--- src/rtl/gcm_pkg.sv ---
package gcm_pkg;
  // Register byte addresses
  localparam logic [7:0] ADDR_MON_RX = 8'h6c;
  localparam logic [7:0] ADDR_MON_TX = 8'h70;
  localparam logic [7:0] ADDR_MON_STAT = 8'h74;
  localparam logic [7:0] ADDR_MON_CTRL = 8'h78;
  localparam logic [7:0] ADDR_MODE = 8'h7c;
  localparam logic [7:0] ADDR_DTIMER = 8'hc0;
  localparam logic [7:0] ADDR_IRQ_STAT = 8'hc4;
  localparam logic [7:0] ADDR_IRQ_MASK = 8'hc8;
  localparam logic [7:0] ADDR_IND = 8'hcc;
  localparam logic [7:0] ADDR_CMD = 8'hd0;
  // Values after reset
  localparam logic [7:0] RST_MON_RX = 8'hff;
  localparam logic [7:0] RST_MON_TX = 8'hff;
  localparam logic [3:0] RST_CODE = 4'hf;
  localparam logic [7:0] IDLE_BYTE = 8'hff;
  // Monitor status and control bit positions
  localparam int MS_MDR = 3;
  localparam int MS_MER = 2;
  localparam int MS_MDA = 1;
  localparam int MS_MAB = 0;
  localparam int MC_RECEIVE_IRQ_ENABLE = 3;
  localparam int MC_MRC = 2;
  localparam int MC_TRANSMIT_IRQ_ENABLE = 1;
  localparam int MC_MXC = 0;
  // Mode control bit positions
  localparam int MD_MAC = 7;
  localparam int MD_TLP = 4;
  localparam int MD_REMOTE_LOOPBACK = 3;
  localparam int MD_SPU = 2;
  localparam int MD_PD = 1;
  localparam int MD_GE = 0;
  // Interrupt status bit positions
  localparam int IQ_W = 7;
  localparam int IQ_IND = 4;
  localparam int IQ_T1 = 5;
  localparam int IQ_T2 = 6;
  // Frame word, first bit on the wire is bit 31
  localparam int FR_LAST = 31;
  localparam int FR_B1 = 24;
  localparam int FR_B2 = 16;
  localparam int FR_MON = 8;
  localparam int FR_D = 6;
  localparam int FR_CI = 2;
  localparam int FR_MR = 1;
  localparam int FR_MX = 0;
  // Indication codes
  localparam logic [3:0] IND_DC = 4'b1111;
  localparam logic [3:0] IND_PU = 4'b0111;
  // Test loop timer multipliers, in data clock periods
  localparam int T1_UNIT = 512;
  localparam int T2_UNIT = 16348;
  localparam int TMR_W = 20;
  // Monitor transmit states, Gray along the path
  typedef enum logic [1:0] {
    GCM_TX_IDLE = 2'b00,
    GCM_TX_FIRST = 2'b01,
    GCM_TX_WAIT = 2'b11
  } gcm_tx_t;
endpackage : gcm_pkg

--- src/rtl/gcm_core.sv ---
// How it works
// - Each monitor byte received under the handshake lands in the receive byte register.
// - Receive enable at 1 allows data-received and end flags; at 0 masks both.
// - Receive handshake at 0: acknowledge bit stays 1, data-received on packet's first byte.
// - Receive handshake at 1: device drives acknowledge, data-received for every byte.
// - Transmit enable at 1 allows acknowledged and abort flags; at 0 masks both.
// - Transmit handshake at 0: valid bit stays 1; at 1 device drives it.
// - Transmit active flag reads 1 during a transmission, 0 once it ended.
// - Software checks idle, writes byte, sets active; valid bit goes low the next frame.
// - Test loop at 1: serial output feeds serial input, external input ignored.
// - Remote loop-back returns received B1, B2 and D onto transmitted channels.
// - With bus enable at 1, power-up 1 with power-down 0 drives the serial output low.
// - Bus enable at 1 enables the serial bus and disables the S/T layer 1.
// - Received indication 1111 decodes as deactivation confirmation.
// - Received indication 0111 decodes as power-up indication.
//
// Decided for this implementation: register access over Avalon-MM.
`timescale 1ns/100ps
module gcm_core #(
  parameter int T2_U = gcm_pkg::T2_UNIT
) (
  input wire logic mclk,
  input wire logic reset_n,
  input wire logic [7:0] address,
  input wire logic read,
  input wire logic write,
  input wire logic [31:0] writedata,
  output logic [31:0] readdata,
  output logic waitrequest,
  input wire logic dcl,
  input wire logic fsc,
  input wire logic din,
  output logic dout,
  output logic st_l1_enable,
  output logic powered_down,
  output logic irq
);
  import gcm_pkg::*;
  logic [2:0] pins_s;
  logic dcl_prev_q;
  logic rise;
  logic fall;
  logic din_eff;
  logic [31:0] rdata_q, rdata_d;
  logic wait_q, wait_d;
  logic wr_now;
  logic rd_now;
  logic [4:0] bit_q, bit_d;
  logic [4:0] idx;
  logic [31:0] rx_sh_q, rx_sh_d;
  logic [31:0] word;
  logic [31:0] tx_q, tx_d;
  logic dout_q, dout_d;
  logic done;
  logic [7:0] mon_rx_q, mon_rx_d;
  logic [7:0] mon_tx_q, mon_tx_d;
  logic [3:0] mstat_q, mstat_d;
  logic [3:0] mctl_q, mctl_d;
  logic [7:0] mode_q, mode_d;
  logic [10:0] dtmr_q, dtmr_d;
  logic [IQ_W-1:0] ist_q, ist_d;
  logic [IQ_W-1:0] imask_q, imask_d;
  logic [IQ_W-1:0] ev;
  logic [3:0] ind_q, ind_d;
  logic [3:0] cmd_q, cmd_d;
  logic mx_prev_q, mx_prev_d;
  logic rx_pkt_q, rx_pkt_d;
  logic mr_ack_q, mr_ack_d;
  gcm_tx_t txs_q, txs_d;
  logic irq_q;
  logic stl1_q;
  logic pdn_q;
  logic t1_hit, t2_hit;
  logic mac, ge, local_test_loop, remote_loopback;

  // Pins from the link side are foreign to mclk
  gcm_sync #(.W(3)) u_sync (
    .mclk(mclk),
    .reset_n(reset_n),
    .async_in({dcl, fsc, din}),
    .stable_q(pins_s)
  );

  gcm_dtimer #(.T1_U(T1_UNIT), .T2_U(T2_U)) u_tmr (
    .mclk(mclk),
    .reset_n(reset_n),
    .tick(rise),
    .run(local_test_loop && ge),
    .val(dtmr_q[7:0]),
    .cnt(dtmr_q[10:8]),
    .t1_hit_q(t1_hit),
    .t2_hit_q(t2_hit)
  );

  assign mac = mode_q[MD_MAC];
  assign ge = mode_q[MD_GE];
  assign local_test_loop = mode_q[MD_TLP];
  assign remote_loopback = mode_q[MD_REMOTE_LOOPBACK];
  assign rise = pins_s[2] && !dcl_prev_q;
  assign fall = !pins_s[2] && dcl_prev_q;
  // Looped data never sees the pin
  assign din_eff = local_test_loop ? dout_q : pins_s[0];
  assign idx = pins_s[1] ? 5'd0 : bit_q;
  assign word = {rx_sh_q[30:0], din_eff};
  assign done = rise && ge && (idx == 5'(FR_LAST));
  // Request accepted at the edge where waitrequest is seen low
  assign wr_now = write && !wait_q;
  assign rd_now = read && !wait_q;

  // Bus slave: one wait cycle, data registered in it
  always_comb begin
    wait_d = 1'b1;
    rdata_d = rdata_q;
    if ((read || write) && wait_q) begin
      wait_d = 1'b0;
      rdata_d = '0;
      case (address)
        ADDR_MON_RX: rdata_d[7:0] = mon_rx_q;
        ADDR_MON_TX: rdata_d[7:0] = mon_tx_q;
        ADDR_MON_STAT: rdata_d[3:0] = mstat_q;
        ADDR_MON_CTRL: rdata_d[3:0] = mctl_q;
        ADDR_MODE: rdata_d[7:0] = mode_q;
        ADDR_DTIMER: rdata_d[10:0] = dtmr_q;
        ADDR_IRQ_STAT: rdata_d[IQ_W-1:0] = ist_q;
        ADDR_IRQ_MASK: rdata_d[IQ_W-1:0] = imask_q;
        ADDR_IND: rdata_d[5:0] = {ind_q == IND_PU, ind_q == IND_DC, ind_q};
        ADDR_CMD: rdata_d[3:0] = cmd_q;
        default: rdata_d = '0;
      endcase
    end
  end

  always_ff @(posedge mclk or negedge reset_n) begin
    if (!reset_n) begin
      wait_q <= 1'b1;
      rdata_q <= '0;
    end else begin
      wait_q <= wait_d;
      rdata_q <= rdata_d;
    end
  end

  // Frame timing, monitor handshake and registers
  always_comb begin
    bit_d = bit_q;
    rx_sh_d = rx_sh_q;
    tx_d = tx_q;
    dout_d = dout_q;
    mon_rx_d = mon_rx_q;
    mon_tx_d = mon_tx_q;
    mctl_d = mctl_q;
    mode_d = mode_q;
    dtmr_d = dtmr_q;
    imask_d = imask_q;
    ind_d = ind_q;
    cmd_d = cmd_q;
    mx_prev_d = mx_prev_q;
    rx_pkt_d = rx_pkt_q;
    mr_ack_d = mr_ack_q;
    txs_d = txs_q;
    ev = '0;
    // Shift in on the rising data clock edge
    if (rise && ge) begin
      rx_sh_d = word;
      bit_d = idx + 5'd1;
    end
    // Frame end: act on the whole received word
    if (done) begin
      if (!word[FR_MX] && mx_prev_q) begin
        mon_rx_d = word[FR_MON+:8];
        rx_pkt_d = 1'b1;
        ev[MS_MDR] = mctl_q[MC_RECEIVE_IRQ_ENABLE] && (mctl_q[MC_MRC] || !rx_pkt_q);
        mr_ack_d = mctl_q[MC_MRC];
      end else begin
        mr_ack_d = 1'b0;
      end
      if (word[FR_MX] && mx_prev_q && rx_pkt_q) begin
        rx_pkt_d = 1'b0;
        ev[MS_MER] = mctl_q[MC_RECEIVE_IRQ_ENABLE];
      end
      mx_prev_d = word[FR_MX];
      // Transmit side watches the far end's acknowledge
      case (txs_q)
        GCM_TX_IDLE: begin
          if (mac) begin
            txs_d = GCM_TX_FIRST;
          end
        end
        GCM_TX_FIRST: begin
          if (!word[FR_MR]) begin
            ev[MS_MAB] = 1'b1;
            txs_d = GCM_TX_IDLE;
          end else begin
            txs_d = GCM_TX_WAIT;
          end
        end
        GCM_TX_WAIT: begin
          if (!word[FR_MR]) begin
            ev[MS_MDA] = 1'b1;
            txs_d = GCM_TX_IDLE;
          end
        end
        default: txs_d = GCM_TX_IDLE;
      endcase
      // End of transmission frees the active flag
      if (ev[MS_MAB] || ev[MS_MDA]) begin
        mode_d[MD_MAC] = 1'b0;
      end
      if (word[FR_CI+:4] != ind_q) begin
        ind_d = word[FR_CI+:4];
        ev[IQ_IND] = 1'b1;
      end
      // Next frame: loop-back or idle channels, then monitor bits
      tx_d[FR_B1+:8] = remote_loopback ? word[FR_B1+:8] : IDLE_BYTE;
      tx_d[FR_B2+:8] = remote_loopback ? word[FR_B2+:8] : IDLE_BYTE;
      tx_d[FR_D+:2] = remote_loopback ? word[FR_D+:2] : 2'b11;
      tx_d[FR_MON+:8] = mon_tx_q;
      tx_d[FR_CI+:4] = cmd_q;
      tx_d[FR_MR] = !mr_ack_d;
      tx_d[FR_MX] = !(mctl_q[MC_MXC] && mode_d[MD_MAC]);
    end
    ev[MS_MDA] = ev[MS_MDA] && mctl_q[MC_TRANSMIT_IRQ_ENABLE];
    ev[MS_MAB] = ev[MS_MAB] && mctl_q[MC_TRANSMIT_IRQ_ENABLE];
    ev[IQ_T1] = t1_hit;
    ev[IQ_T2] = t2_hit;
    // Output bit changes on the falling edge, held for the far end
    if (!ge) begin
      dout_d = 1'b1;
    end else if (mode_q[MD_SPU] && !mode_q[MD_PD]) begin
      dout_d = 1'b0;
    end else if (fall) begin
      dout_d = tx_q[5'(FR_LAST) - bit_q];
    end
    if (wr_now) begin
      case (address)
        ADDR_MON_TX: mon_tx_d = writedata[7:0];
        ADDR_MON_CTRL: mctl_d = writedata[3:0];
        ADDR_MODE: begin
          mode_d[6:0] = writedata[6:0];
          // Software may only start; hardware ends it
          if (writedata[MD_MAC]) begin
            mode_d[MD_MAC] = 1'b1;
          end
        end
        ADDR_DTIMER: dtmr_d = writedata[10:0];
        ADDR_IRQ_MASK: imask_d = writedata[IQ_W-1:0];
        ADDR_CMD: cmd_d = writedata[3:0];
        default: ;
      endcase
    end
  end

  // Sticky flags: a new event beats a clear in the same cycle
  always_comb begin
    mstat_d = mstat_q;
    ist_d = ist_q;
    if (rd_now && address == ADDR_MON_STAT) begin
      mstat_d = '0;
    end
    if (wr_now && address == ADDR_IRQ_STAT) begin
      ist_d = ist_q & ~writedata[IQ_W-1:0];
    end
    mstat_d = mstat_d | ev[3:0];
    ist_d = ist_d | ev;
  end

  always_ff @(posedge mclk or negedge reset_n) begin
    if (!reset_n) begin
      dcl_prev_q <= 1'b1;
      bit_q <= '0;
      rx_sh_q <= '1;
      tx_q <= '1;
      dout_q <= 1'b1;
      mon_rx_q <= RST_MON_RX;
      mon_tx_q <= RST_MON_TX;
      mstat_q <= '0;
      mctl_q <= '0;
      mode_q <= '0;
      dtmr_q <= '0;
      ist_q <= '0;
      imask_q <= '0;
      ind_q <= RST_CODE;
      cmd_q <= RST_CODE;
      mx_prev_q <= 1'b1;
      rx_pkt_q <= 1'b0;
      mr_ack_q <= 1'b0;
      txs_q <= GCM_TX_IDLE;
      irq_q <= 1'b0;
      stl1_q <= 1'b1;
      pdn_q <= 1'b0;
    end else begin
      dcl_prev_q <= pins_s[2];
      bit_q <= bit_d;
      rx_sh_q <= rx_sh_d;
      tx_q <= tx_d;
      dout_q <= dout_d;
      mon_rx_q <= mon_rx_d;
      mon_tx_q <= mon_tx_d;
      mstat_q <= mstat_d;
      mctl_q <= mctl_d;
      mode_q <= mode_d;
      dtmr_q <= dtmr_d;
      ist_q <= ist_d;
      imask_q <= imask_d;
      ind_q <= ind_d;
      cmd_q <= cmd_d;
      mx_prev_q <= mx_prev_d;
      rx_pkt_q <= rx_pkt_d;
      mr_ack_q <= mr_ack_d;
      txs_q <= txs_d;
      irq_q <= |(ist_d & imask_d);
      stl1_q <= !mode_d[MD_GE];
      pdn_q <= mode_d[MD_PD] && !mode_d[MD_SPU];
    end
  end

  assign readdata = rdata_q;
  assign waitrequest = wait_q;
  assign dout = dout_q;
  assign st_l1_enable = stl1_q;
  assign powered_down = pdn_q;
  assign irq = irq_q;
endmodule : gcm_core

--- src/rtl/gcm_sync.sv ---
`timescale 1ns/100ps
module gcm_sync #(
  parameter int W = 3
) (
  input wire logic mclk,
  input wire logic reset_n,
  input wire logic [W-1:0] async_in,
  output logic [W-1:0] stable_q
);
  import gcm_pkg::*;
  logic [W-1:0] s1_q;
  logic [W-1:0] s2_q;
  logic [W-1:0] s3_q;
  logic [W-1:0] stable_d;

  // Accept a change once the second and third stages agree
  genvar i;
  generate
    for (i = 0; i < W; i++) begin : g_bit
      always_comb begin
        stable_d[i] = (s2_q[i] == s3_q[i]) ? s3_q[i] : stable_q[i];
      end
      always_ff @(posedge mclk or negedge reset_n) begin
        if (!reset_n) begin
          s1_q[i] <= 1'b1;
          s2_q[i] <= 1'b1;
          s3_q[i] <= 1'b1;
          stable_q[i] <= 1'b1;
        end else begin
          s1_q[i] <= async_in[i];
          s2_q[i] <= s1_q[i];
          s3_q[i] <= s2_q[i];
          stable_q[i] <= stable_d[i];
        end
      end
    end
  endgenerate
endmodule : gcm_sync

--- src/rtl/gcm_dtimer.sv ---
`timescale 1ns/100ps
module gcm_dtimer #(
  parameter int T1_U = gcm_pkg::T1_UNIT,
  parameter int T2_U = gcm_pkg::T2_UNIT
) (
  input wire logic mclk,
  input wire logic reset_n,
  input wire logic tick,
  input wire logic run,
  input wire logic [7:0] val,
  input wire logic [2:0] cnt,
  output logic t1_hit_q,
  output logic t2_hit_q
);
  import gcm_pkg::*;
  logic [TMR_W-1:0] ctr_q;
  logic [TMR_W-1:0] ctr_d;
  logic [TMR_W-1:0] t1_len;
  logic [TMR_W-1:0] t2_len;
  logic t1_hit_d;
  logic t2_hit_d;

  // Shortened constants while looped: counts in data clock periods
  always_comb begin
    t1_len = TMR_W'(T1_U * (int'(val) + 1));
    t2_len = TMR_W'(T2_U * int'(cnt)) + t1_len;
    ctr_d = ctr_q;
    t1_hit_d = 1'b0;
    t2_hit_d = 1'b0;
    if (!run) begin
      ctr_d = '0;
    end else if (tick && ctr_q != t2_len) begin
      ctr_d = ctr_q + 1'b1;
      t1_hit_d = (ctr_d == t1_len);
      t2_hit_d = (ctr_d == t2_len) && (cnt != 3'd0);
    end
  end

  always_ff @(posedge mclk or negedge reset_n) begin
    if (!reset_n) begin
      ctr_q <= '0;
      t1_hit_q <= 1'b0;
      t2_hit_q <= 1'b0;
    end else begin
      ctr_q <= ctr_d;
      t1_hit_q <= t1_hit_d;
      t2_hit_q <= t2_hit_d;
    end
  end
endmodule : gcm_dtimer

--- config.mk ---
export PLATFORM = sky130hd
export DESIGN_NAME = gcm_core
export DESIGN_NICKNAME = d
export VERILOG_FILES = /design/src/rtl/gcm_pkg.sv /design/src/rtl/gcm_core.sv /design/src/rtl/gcm_sync.sv /design/src/rtl/gcm_dtimer.sv
export SDC_FILE = /design/constraint.sdc
export NUM_CORES = 1
export LEC_CHECK = 0
export BUFFER_PORTS_ARGS = -buffer_cell sky130_fd_sc_hd__buf_2
export CAP_MARGIN = 30
export CORE_MARGIN = 2
export CORE_UTILIZATION = 65
export CTS_CLUSTER_SIZE = 16
export DETAILED_ROUTE_END_ITERATION = 10
export GPL_ROUTABILITY_DRIVEN = 0
export PLACE_DENSITY = 0.87
export SETUP_SLACK_MARGIN = 0.2
export SYNTH_ARGS = -nofsm -noshare
export SYNTH_HDL_FRONTEND = slang
export SYNTH_SLANG_ARGS = --single-unit
--- constraint.sdc ---
create_clock -name mclk -period 10.9 [get_ports mclk]
set_clock_uncertainty 0.05 [all_clocks]
set_input_delay 1.09 -clock mclk [delete_from_list [all_inputs] [get_ports mclk]]
set_output_delay 1.09 -clock mclk [all_outputs]
set_load 0.05 [all_outputs]
==> results.md, run 1 <==
* Maxcap violations at 0
* Max stage delay on crit path at 0.64 ns
* Leakage at 4.84 nW
* Final HPWL DP at 16700 µm
* CP startpoint kind: flop
* Critical path data required time at 11.14 ns
* VDD IR max at 0.123 mV
* CP Class: flop to flop
* Max frequency at 174 MHz
* Count leader, synth: nand2_1
* Actual slew at the worst max-slew pin at 1.00 ns
* Chip width at 129 µm
* Pins Over Slew Limit at 0
* Final hold vios at 0
* Avg Cell Area, Syn at 10.1 µm²
* Routed via count at 8004
* Via-to-Cell Ratio at 6.32
* Post-Syn Instances at 1015
* Crit path max-delay family: compound AO/OA/AOI/OAI gates
* Post-CTS Setup Bufs at 0
* Drt first pass iters at 6
* Port bufs at 41
* Vert. Die Dim at 129 µm
* Rel. slew slack at 0.331
* Clock latency on the worst-skew pair at 0.44 ns
* Status: complete, no violations
* Netlist cell types at 74
* Post-route clock period utilization at 0.528
* Top cells by count, synth: nand2_1 (166), dfstp_2 (104), dfrtp_1 (84)
* Mapped Area at 10200 µm²
* Fin crit period at 5.75 ns
* Pwr dens at 131 nW/µm²
* Yosys reg bits at 188
* Seq/Total Area, Yosys at 0.473
* Final #Nets at 1117
* Die ar. at 16700 µm²
* WP data arrival at 6.00 ns
* H-Tree Level Count at 4
* Synth area leaders: dfstp_2 (27%), dfrtp_1 (21%), nand2_1 (6.1%)
* Final setup violation count at 0
* Initial Utilization at 0.669
* Synth warn at 0
* Crit-path slowest cell: dfrtp_1
* CTS Sinks at 188
* Worst-case clock buffer depth at 2
* Final-layout fill cell count at 1013
* Core Box Area at 15300 µm²
* CP Cell Sequence: fa_1, ha_1, fa_1, a21o_1, a21oi_1, o21bai_1, a21oi_1, xor2_1, ha_1, a21o_1, a211o_1, a41o_1, o21ai_0, xor2_1, o41ai_2, buf_4, mux2i_1, nor2_1
* TritonCTS clock tree: done
* Routed Antenna Nets at 0
* CTS Buf Count at 17
* CTS clk-pin slew, worst paths at 0.07 ns
* Buf+Inv Stages, Crit Path at 1
* Number of synthesized flops with an enable pin at 0
* P&R area growth vs syn at 8.62%
* Power Internal at 1.07 mW
* All-layer global routing usage at 0.306
* TNS Setup at 0 ns
* Synth Flop Type: dfstp_2
* Synth top area share at 0.268
* FP Rows at 45
* Place WS at 5.28 ns
* Critical Path Sink Type: flop
* # DRC at 0
* Clk root buf: clkbuf_16
* Largest net degree at the start of global routing at 101
* Post-synth top area cell: dfstp_2
* HP Class: flop to flop
* Clock Power Share at 0.423
* Post-CTS Hold Fix Bufs at 0
* Share of post-route cells with drive strength above 1 at 0.257
* FFs w/ async S/R, synth at 1.00
* Net Switching at 384 µW
* Initial antenna violation count at 2
* Share of power burned in registers at 0.500
* Unrepaired setup endpoints after global routing: false
* I/O pin count at 84
* Combinational power share at 0.076
* Switching Fraction at 0.264
* Vias in the first global route at 7725
* First-pass GRT wire length at 39600 µm
* Grt ovf at 0
* 1st-iter DRT viols at 939
* Final WL at 24400 µm
* Average wire per standard cell at 19.3 µm
* Worst setup margin at 5.15 ns
* Crit Path Max Fanout at 36
* Post-CTS sizing at 0
metrics by stage:
step           instance area [µm²]  power (mW)  hold slack [ns]  instances   util
2_1_floorplan                10300       0.813            0.295       1035      -
3_3_place_gp                 10500       0.844            0.296       1229  0.685
3_5_place_dp                 10500       0.848            0.297       1232  0.688
4_1_cts                      11100        1.46            0.308       1264  0.726
5_1_grt                      11100        1.50            0.310       1266  0.727
6_report                     11100        1.45            0.307       1266  0.727
cell usage in the layout, fill, tap and decap left out, types with 8 or more instances in the layout:
| cell type | netlist | final |
|---|---|---|
| nor4_1 | 13 | 13 |
| mux2i_1 | 10 | 10 |
| mux2_2 | 55 | 55 |
| a222oi_1 | 8 | 8 |
| nand4_1 | 10 | 10 |
| a21oi_1 | 39 | 39 |
| buf_4 | 21 | 10 |
| or3_1 | 17 | 17 |
| o21ai_0 | 67 | 67 |
| buf_2 | 1 | 41 |
| nor3_1 | 18 | 18 |
| ha_1 | 25 | 25 |
| mux4_2 | 10 | 10 |
| clkbuf_16 | 0 | 18 |
| nand3_1 | 22 | 22 |
| conb_1 | 1 | 21 |
| nand2_1 | 166 | 166 |
| dfrtp_1 | 84 | 84 |
| nand2b_1 | 8 | 8 |
| a21o_1 | 14 | 14 |
| xor2_1 | 27 | 27 |
| nor2b_1 | 10 | 10 |
| dfstp_2 | 104 | 104 |
| a31oi_1 | 21 | 21 |
| xnor2_1 | 38 | 38 |
| inv_1 | 44 | 44 |
| nor2_1 | 46 | 46 |
state kept, by name, summed over array words and instances, names as in the netlist, 4 cells and up:
register     flops
bit_q            5
cmd_q            4
dtmr_q          11
imask_q          7
ind_q            4
ist_q            7
mctl_q           4
mode_q           8
mon_rx_q         8
mon_tx_q         8
mstat_q          4
readdata        11
rx_sh_q         31
tx_q            32
u_tmr.ctr_q     20
power by group through the flow:
| stage | clock network, mW | logic (mW) | registers [mW] |
|---|---|---|---|
| floorplan | 0 | 0.0786 | 0.734 |
| detailed placement | 0 | 0.109 | 0.739 |
| global route | 0.653 | 0.120 | 0.729 |
| global placement | 0 | 0.105 | 0.739 |
| finish | 0.616 | 0.111 | 0.728 |
| CTS | 0.623 | 0.110 | 0.727 |
routing by layer:
| layer | share of wire | global-route usage | vias to the layer above |
|---|---|---|---|
| met3 | 0.098 | 0.0776 | 63 |
| met1 | 0.41 | 0.417 | 3919 |
| met5 | 0.00053 | 0 | - |
| li1 | - | - | 3574 |
| met4 | 0.026 | 0.127 | 2 |
| met2 | 0.46 | 0.472 | 446 |
cell type report:
cell class,instances,area [µm²],area share
inverters,45,169,0.0152
flip-flops and latches,188,4830,0.436
clock inverters,12,121,0.0109
well taps,211,264,0.0238
clock buffers,20,468,0.0422
diodes,1,2.50,0.000226
multi-input cells,735,4910,0.442
repair buffers,54,327,0.0294
path summary, 6_finish.rpt:
| kind | from | to | slack, ns | depth (start not counted) |
|---|---|---|---|---|
| setup / recovery | dtmr_q[8]$_DFFE_PN0P_ | u_tmr.ctr_q[1]$_DFFE_PN0P_ | 5.15 | 18 |
| hold / removal | u_sync.s1_q[0]$_DFF_PN1_ | u_sync.s2_q[0]$_DFF_PN1_ | 0.31 | 0 |
| setup reg to reg | dtmr_q[8]$_DFFE_PN0P_ | u_tmr.ctr_q[1]$_DFFE_PN0P_ | 5.15 | 18 |
| hold reg to reg | u_sync.s1_q[0]$_DFF_PN1_ | u_sync.s2_q[0]$_DFF_PN1_ | 0.31 | 0 |
| max in group asynchronous | reset_n | tx_q[9]$_DFFE_PN1P_ | 8.89 | 3 |
| min in group asynchronous | reset_n | u_tmr.ctr_q[14]$_DFFE_PN0P_ | 0.72 | 1 |
worst register-to-register path, delay by kind of cell, from the launching register on:
kind,cells,cell delay [ns]
AO/OA/AOI/OAI,9,2.18
flip-flops,1,0.64
AND/OR/NAND/NOR,1,0.05
buffers and inverters,1,0.38
XOR/XNOR,2,0.46
adder cells (fa/ha/maj),4,1.61
multiplexers,1,0.23
cells by family (layout without fill, tap and decap cells):
group,Yosys count,after routing,share of synthesized area
adder cells (fa/ha/maj),33,33,0.0424
AO/OA/AOI/OAI,197,197,0.121
multiplexers,75,75,0.0925
flip-flops,188,188,0.473
AND/OR/NAND/NOR,343,343,0.159
buffers and inverters,112,131,0.0543
XOR/XNOR,66,66,0.0573
other,1,22,0.000367
(Power assumes the default switching activity.)
==> run 2, diff against run 1 <==
--- a/config.mk
+++ b/config.mk
@@ -8,11 +8,11 @@
 export BUFFER_PORTS_ARGS = -buffer_cell sky130_fd_sc_hd__buf_2
 export CAP_MARGIN = 30
 export CORE_MARGIN = 2
-export CORE_UTILIZATION = 65
+export CORE_UTILIZATION = 55
 export CTS_CLUSTER_SIZE = 16
 export DETAILED_ROUTE_END_ITERATION = 10
 export GPL_ROUTABILITY_DRIVEN = 0
-export PLACE_DENSITY = 0.87
+export PLACE_DENSITY = 0.78
 export SETUP_SLACK_MARGIN = 0.2
 export SYNTH_ARGS = -nofsm -noshare
 export SYNTH_HDL_FRONTEND = slang
==> constraint.sdc (replaced) <==
create_clock -name mclk -period 4.7 [get_ports mclk]
set_clock_uncertainty 0.05 [all_clocks]
set_input_delay 0.47 -clock mclk [delete_from_list [all_inputs] [get_ports mclk]]
set_output_delay 0.47 -clock mclk [all_outputs]
set_load 0.05 [all_outputs]
==> run 2 against run 1 <==
The run now ends with negative setup slack left; sequential power rose by 130%; via count fell by 2.6%; largest cell class unchanged; combinational power rose to 2.8 times the previous value; final cell count rose by 4.6%; core utilization fell by 8.1 points; critical path depth rose by 3; clock-buffer cell count fell by 2; power rose by 140%; sequential share of layout area fell by 2.2 points.
==> results.md, run 2 (same netlist as run 1, synthesis figures left out) <==
* Largest regs: tx_q x32, rx_sh_q x31, u_tmr.ctr_q x20
* Largest register FFs at 32 (unchanged)
* Grt met3 use at 0.0407 (-0.0369)
* All-layer global routing usage at 0.248 (-0.0583)
* Chip width at 140 µm (+8.4%)
* # DRC at 0 (unchanged)
* Met2 Usage GRT at 0.413 (-0.0596)
* GR peak layer: met2
* Crit Path Max Fanout at 5 (-86%)
* Largest net degree at the start of global routing at 128 (+27%)
* Grt met1 use at 0.324 (-0.0934)
* VDD IR max at 0.306 mV (+150%)
* FP Rows at 49 (+8.9%)
* Drt first pass iters at 6 (unchanged)
* 1st-iter DRT viols at 715 (-24%)
* Share of post-route cells with drive strength above 1 at 0.315 (+0.0580)
* Post-Layout Cell Count at 1324 (+4.6%)
* Critical Path Sink Type: flop
* Unrepaired setup endpoints after global routing: true
* I/O pin count at 84 (unchanged)
* Via-to-Cell Ratio at 5.89 (-6.8%)
* CTS Buf Count at 17 (unchanged)
* P&R area growth vs syn at 14.4%
* Max frequency at 208 MHz (+20%)
* Grt ovf at 0 (unchanged)
* TritonCTS clock tree: done
* Final setup violation count at 17 (+17)
* CP startpoint kind: flop
* Largest register by flop count: tx_q
* N_diodes at 0 (-1)
* Rel. slew slack at 0.355 (+0.0246)
* Worst hold slack at 0.0686 ns (-0.238 ns)
* Final hold vios at 0 (unchanged)
* Clock latency on the worst-skew pair at 0.44 ns (about the same)
* Actual slew at the worst max-slew pin at 0.964 ns (-0.0403 ns)
* First-pass GRT wire length at 38400 µm (-3.0%)
* Routed Antenna Nets at 0 (unchanged)
* CP Class: flop to flop
* Initial antenna violation count at 0 (-2)
* Post-route clock period utilization at 1.02 (+0.496)
* CTS Sinks at 188 (unchanged)
* Clk root buf: clkbuf_16
* Most frequent cells in the layout: nand2_1 (165), dfstp_2 (104), dfrtp_1 (84), mux2_2 (55), o21ai_0 (53)
* Worst-case clock buffer depth at 2 (unchanged)
* Worst setup margin at -0.112 ns (-5.26 ns)
* Maxcap violations at 0 (unchanged)
* Average wire per standard cell at 18.4 µm (-4.7%)
* Violated checks: negative setup slack
* HP Class: input port to flop
* # placed instances at 1265 (+2.7%)
* Util after Layout at 0.646 (-0.0810)
* Routed via count at 7798 (-2.6%)
* Fin crit period at 4.81 ns (-0.941 ns)
* H-Tree Level Count at 4 (unchanged)
* WP data arrival at 5.11 ns (-0.89 ns)
* Pins Over Slew Limit at 0 (unchanged)
* Status: complete, but fails checks
* Final #Nets at 1158 (+3.7%)
* Port bufs at 41 (unchanged)
* CTS clk-pin slew, worst paths at 0.08 ns (about the same)
* Die ar. at 19700 µm² (+18%)
* Core Box Area at 18100 µm² (+19%)
* Vias in the first global route at 7565 (-2.1%)
* Vert. Die Dim at 140 µm (+8.4%)
* Pwr dens at 297 nW/µm² (+130%)
* Commonest non-fill, non-tap cell in the layout: nand2_1
* Final HPWL DP at 16500 µm (-1.2%)
* Initial Utilization at 0.565 (-0.105)
* Leakage at 5.15 nW (+6.3%)
* Final WL at 24300 µm (-0.36%)
* Critical path data required time at 5.00 ns (-6.14 ns)
[run 2: timing repair]
item / CTS / global route
pin swaps: 6 / 30
buffers inserted: 10 / 9
hold buffers: 0 / 1
cloned: 0 / 4
endpoints found under the hold margin: 0 / 16
gates resized for setup: 14 / 39
endpoints found under the setup margin: 22 / 22
[run 2: worst paths after layout]
path / from / endpoint / slack, ns / cells after the start
worst max-delay path: dtmr_q[10]$_DFFE_PN0P_ / u_tmr.ctr_q[19]$_DFFE_PN0P_ / -0.11 / 21
worst min-delay path: din / u_sync.s1_q[0]$_DFF_PN1_ / 0.07 / 1
worst max register to register: dtmr_q[10]$_DFFE_PN0P_ / u_tmr.ctr_q[19]$_DFFE_PN0P_ / -0.11 / 21
worst min register to register: u_sync.s1_q[1]$_DFF_PN1_ / u_sync.s2_q[1]$_DFF_PN1_ / 0.31 / 0
max in group asynchronous: reset_n / mon_tx_q[2]$_DFFE_PN1P_ / 2.91 / 4
min in group asynchronous: reset_n / u_tmr.ctr_q[19]$_DFFE_PN0P_ / 0.40 / 2
[run 2: through the flow]
step                TNS (ns)  setup slack, ns  instance area, µm²  total power, mW
floorplan                  0            0.151               10300             1.89
global route           -4.29           -0.277               11700             3.59
CTS                        0          0.00477               11400             3.46
global placement           0           0.0461               10600             1.98
finish                -0.718           -0.112               11700             3.47
detailed placement    -0.144          -0.0375               10600             1.98
[run 2: area by class of cell]
cell class	count	area (µm²)
clock buffer	18	429
timing repair buffer	95	689
tap	229	287
clock inverter	14	170
multi-input combinational	735	5100
inverter	45	169
fill	1400	6400
sequential	188	4830
[run 2: report_power, final]
part,internal [mW],switching (mW)
Sequential,1.65,0.0314
Clock,0.769,0.705
Combinational,0.117,0.196
[run 2: layer usage]
metal,up-vias,wire [µm]
met5,-,0
met4,0,835
met3,61,1350
met2,277,12000
met1,3808,10100
li1,3652,-
[run 2: critical path, stage by stage (launching register included)]
cell      delay, ns
dfrtp_1        0.40
fa_1           0.54
ha_2           0.24
nor2b_1        0.13
o21a_1         0.22
o21ai_1        0.14
nand2_1        0.08
a211o_1        0.29
a21oi_2        0.14
o21bai_1       0.09
xor2_1         0.23
ha_1           0.31
a211o_1        0.31
a41o_1         0.21
o21ai_2        0.07
xor2_1         0.21
buf_4          0.16
o41ai_4        0.10
buf_6          0.16
buf_6          0.13
or4_4          0.41
a21oi_2        0.12
==> run 3, diff against run 2 <==
--- a/config.mk
+++ b/config.mk
@@ -5,7 +5,7 @@
 export SDC_FILE = /design/constraint.sdc
 export NUM_CORES = 1
 export LEC_CHECK = 0
-export BUFFER_PORTS_ARGS = -buffer_cell sky130_fd_sc_hd__buf_2
+export BUFFER_PORTS_ARGS = -buffer_cell sky130_fd_sc_hd__buf_4
 export CAP_MARGIN = 30
 export CORE_MARGIN = 2
 export CORE_UTILIZATION = 55
@@ -14,6 +14,7 @@
 export GPL_ROUTABILITY_DRIVEN = 0
 export PLACE_DENSITY = 0.78
 export SETUP_SLACK_MARGIN = 0.2
+export SLEW_MARGIN = 20
 export SYNTH_ARGS = -nofsm -noshare
 export SYNTH_HDL_FRONTEND = slang
 export SYNTH_SLANG_ARGS = --single-unit
==> run 3 against run 2 <==
The flow still finishes with violations (negative setup slack); final cell count down 0.23%; via count up 1.6%; worst setup slack better by 0.086 ns; first-iteration DRC count up 0.42%; sequential share of layout area down 0.41 points; sequential power about the same; core utilization up 0.65 points; largest power group unchanged; highest routed layer unchanged.
==> results.md, run 3 (same netlist as run 1, synthesis figures left out) <==
* Most frequent cells in the layout: nand2_1 (165), dfstp_2 (104), dfrtp_1 (84), buf_4 (80), mux2_2 (55)
* Port bufs at 41 (unchanged)
* WP data arrival at 5.03 ns (-0.08 ns)
* Combinational power share at 0.091 (about the same)
* Vert. Die Dim at 140 µm (unchanged)
* Status: complete, but fails checks
* Final HPWL DP at 16800 µm (+2.3%)
* Worst setup margin at -0.0264 ns (+0.0857 ns)
* Pwr dens at 294 nW/µm² (-1.1%)
* FP Rows at 49 (unchanged)
* Final setup violation count at 2 (-15)
* Fin crit period at 4.73 ns (-0.0857 ns)
* Core Box Area at 18100 µm² (unchanged)
* Worst hold slack at 0.0293 ns (-0.0394 ns)
* HP Class: input port to async pin
* Violated checks: negative setup slack
* CP Class: flop to flop
* Largest register FFs at 32 (unchanged)
* Unrepaired setup endpoints after global routing: true
* Net Switching at 967 µW (+3.7%)
* Largest regs: tx_q x32, rx_sh_q x31, u_tmr.ctr_q x20
* Clk root buf: clkbuf_16
* Average wire per standard cell at 18.9 µm (+2.8%)
* Share of power burned in registers at 0.485 (about the same)
* CTS Sinks at 188 (unchanged)
* Crit Reg-Reg Startpoint: dtmr_q[10]$_DFFE_PN0P_
* Commonest non-fill, non-tap cell in the layout: nand2_1
* Max frequency at 212 MHz (+1.8%)
* Worst Setup SP: dtmr_q[10]$_DFFE_PN0P_
* Rel. slew slack at 0.426 (+0.0711)
* Share of post-route cells with drive strength above 1 at 0.314 (-0.000678)
* Final hold vios at 0 (unchanged)
* Critical path data required time at 5.01 ns (about the same)
* Switching Fraction at 0.279 (+0.0102)
* CTS clk-pin slew, worst paths at 0.08 ns (about the same)
* CTS Buf Count at 17 (unchanged)
* Routed Antenna Nets at 0 (unchanged)
* Maxcap violations at 0 (unchanged)
* I/O pin count at 84 (unchanged)
* 1st-iter DRT viols at 718 (+0.42%)
* Initial Utilization at 0.565 (unchanged)
* Vias in the first global route at 7868 (+4.0%)
* Initial antenna violation count at 0 (unchanged)
* CP startpoint kind: flop
* Clock latency on the worst-skew pair at 0.45 ns (about the same)
* Grt ovf at 0 (unchanged)
* P&R area growth vs syn at 15.6%
* All-layer global routing usage at 0.261 (+0.0127)
* VDD IR max at 0.290 mV (-5.2%)
* Clock Power Share at 0.423 (-0.002)
* R2R setup slack at -0.03 ns (+0.09 ns)
* H-Tree Level Count at 4 (unchanged)
* Largest register by flop count: tx_q
* Crit Path Max Fanout at 5 (unchanged)
* # placed instances at 1267 (+0.16%)
* TritonCTS clock tree: done
* # DRC at 0 (unchanged)
* Post-route clock period utilization at 1.01 (-0.0182)
* Critical Path Sink Type: flop
* TNS Setup at -0.0458 ns (+0.673 ns)
* Pins Over Slew Limit at 0 (unchanged)
* Drt first pass iters at 9 (+3)
* Via-to-Cell Ratio at 6.00 (+1.9%)
* Final-layout fill cell count at 1358 (-3.0%)
* Place WS at -0.0341 ns (+0.00345 ns)
* Final WL at 24900 µm (+2.6%)
* Total power at 3.47 mW (about the same)
* Die ar. at 19700 µm² (unchanged)
* Actual slew at the worst max-slew pin at 0.861 ns (-0.103 ns)
* Final #Nets at 1154 (-0.35%)
* Leakage at 5.11 nW (-0.72%)
* Routed via count at 7925 (+1.6%)
* First-pass GRT wire length at 40400 µm (+5.1%)
* Largest net degree at the start of global routing at 108 (-16%)
* Post-Layout Cell Count at 1321 (-0.23%)
* Chip width at 140 µm (unchanged)
* Worst-case clock buffer depth at 2 (unchanged)
* Power Internal at 2.50 mW (-1.4%)
## run 3: changes by cell type in the layout (fill, tap and decap cells not counted), sizes merged
| cell | previous run | this run |
|---|---|---|
| clkinv | 4 | 9 |
| clkinvlp | 0 | 1 |
| clkbuf | 22 | 20 |
| inv | 54 | 50 |
| diode | 0 | 1 |
| buf | 90 | 88 |
| dlygate4sd3 | 1 | 0 |
| bufinv | 1 | 0 |
## run 3: worst max-delay path, stage by stage, from the launching register on
cell      delay [ns]
dfrtp_1         0.41
fa_2            0.51
ha_4            0.19
nor2b_1         0.12
o21a_1          0.20
o21ai_2         0.13
nand2_1         0.09
a211o_1         0.33
a21oi_2         0.13
o21bai_1        0.09
xor2_1          0.20
ha_1            0.32
a211o_1         0.31
a41o_1          0.23
o21ai_2         0.08
xor2_1          0.16
buf_4           0.15
o41ai_4         0.09
buf_6           0.16
buf_12          0.13
or4_4           0.40
a21oi_1         0.14
## run 3: worst paths after layout
kind                                                     to  cells after the start
worst max-delay path            u_tmr.ctr_q[19]$_DFFE_PN0P_                     21
worst min-delay path                readdata[9]$_DFFE_PN0P_                      1
worst max register to register  u_tmr.ctr_q[19]$_DFFE_PN0P_                     21
worst min register to register     u_sync.s2_q[1]$_DFF_PN1_                      0
max in group asynchronous           mon_rx_q[4]$_DFFE_PN1P_                      2
min in group mclk                  u_sync.s1_q[1]$_DFF_PN1_                      1
## run 3: area by class of cell
| cell class | instances | area [µm²] | area share |
|---|---|---|---|
| clock buffer | 17 | 425 | 0.0360 |
| clock inverter | 15 | 193 | 0.0163 |
| multi-input combinational | 735 | 5110 | 0.433 |
| tap | 229 | 287 | 0.0243 |
| sequential | 188 | 4830 | 0.410 |
| inverter | 45 | 169 | 0.0143 |
| antenna | 1 | 2.50 | 0.000212 |
| timing repair buffer | 91 | 781 | 0.0662 |
## run 3: timing repair
| item | in CTS | in global routing |
|---|---|---|
| setup endpoints to repair | 22 | 22 |
| hold buffers | 0 | 0 |
| gates cloned | 3 | 0 |
| pin swaps | 37 | 14 |
| setup buffers | 14 | 1 |
| resized for setup | 32 | 27 |
## run 3: routing by layer
metal	GRT usage	vias to the layer above	share of wire
li1	-	3649	-
met3	0.0485	60	0.055
met5	0	-	0
met4	0.0957	0	0.029
met2	0.436	294	0.51
met1	0.341	3922	0.41
## run 3: through the flow
step	area, µm²	util
2_1_floorplan	10300	-
3_3_place_gp	10800	0.595
3_5_place_dp	10800	0.595
4_1_cts	11700	0.646
5_1_grt	11800	0.652
6_report	11800	0.653
## run 3: power by group through the flow
stage          logic [mW]  clock network (mW)  registers, mW
4_1_cts             0.312                1.49           1.68
3_3_place_gp        0.274                   0           1.71
6_report            0.317                1.47           1.68
3_5_place_dp        0.279                   0           1.71
5_1_grt             0.344                1.55           1.69
2_1_floorplan       0.189                   0           1.70
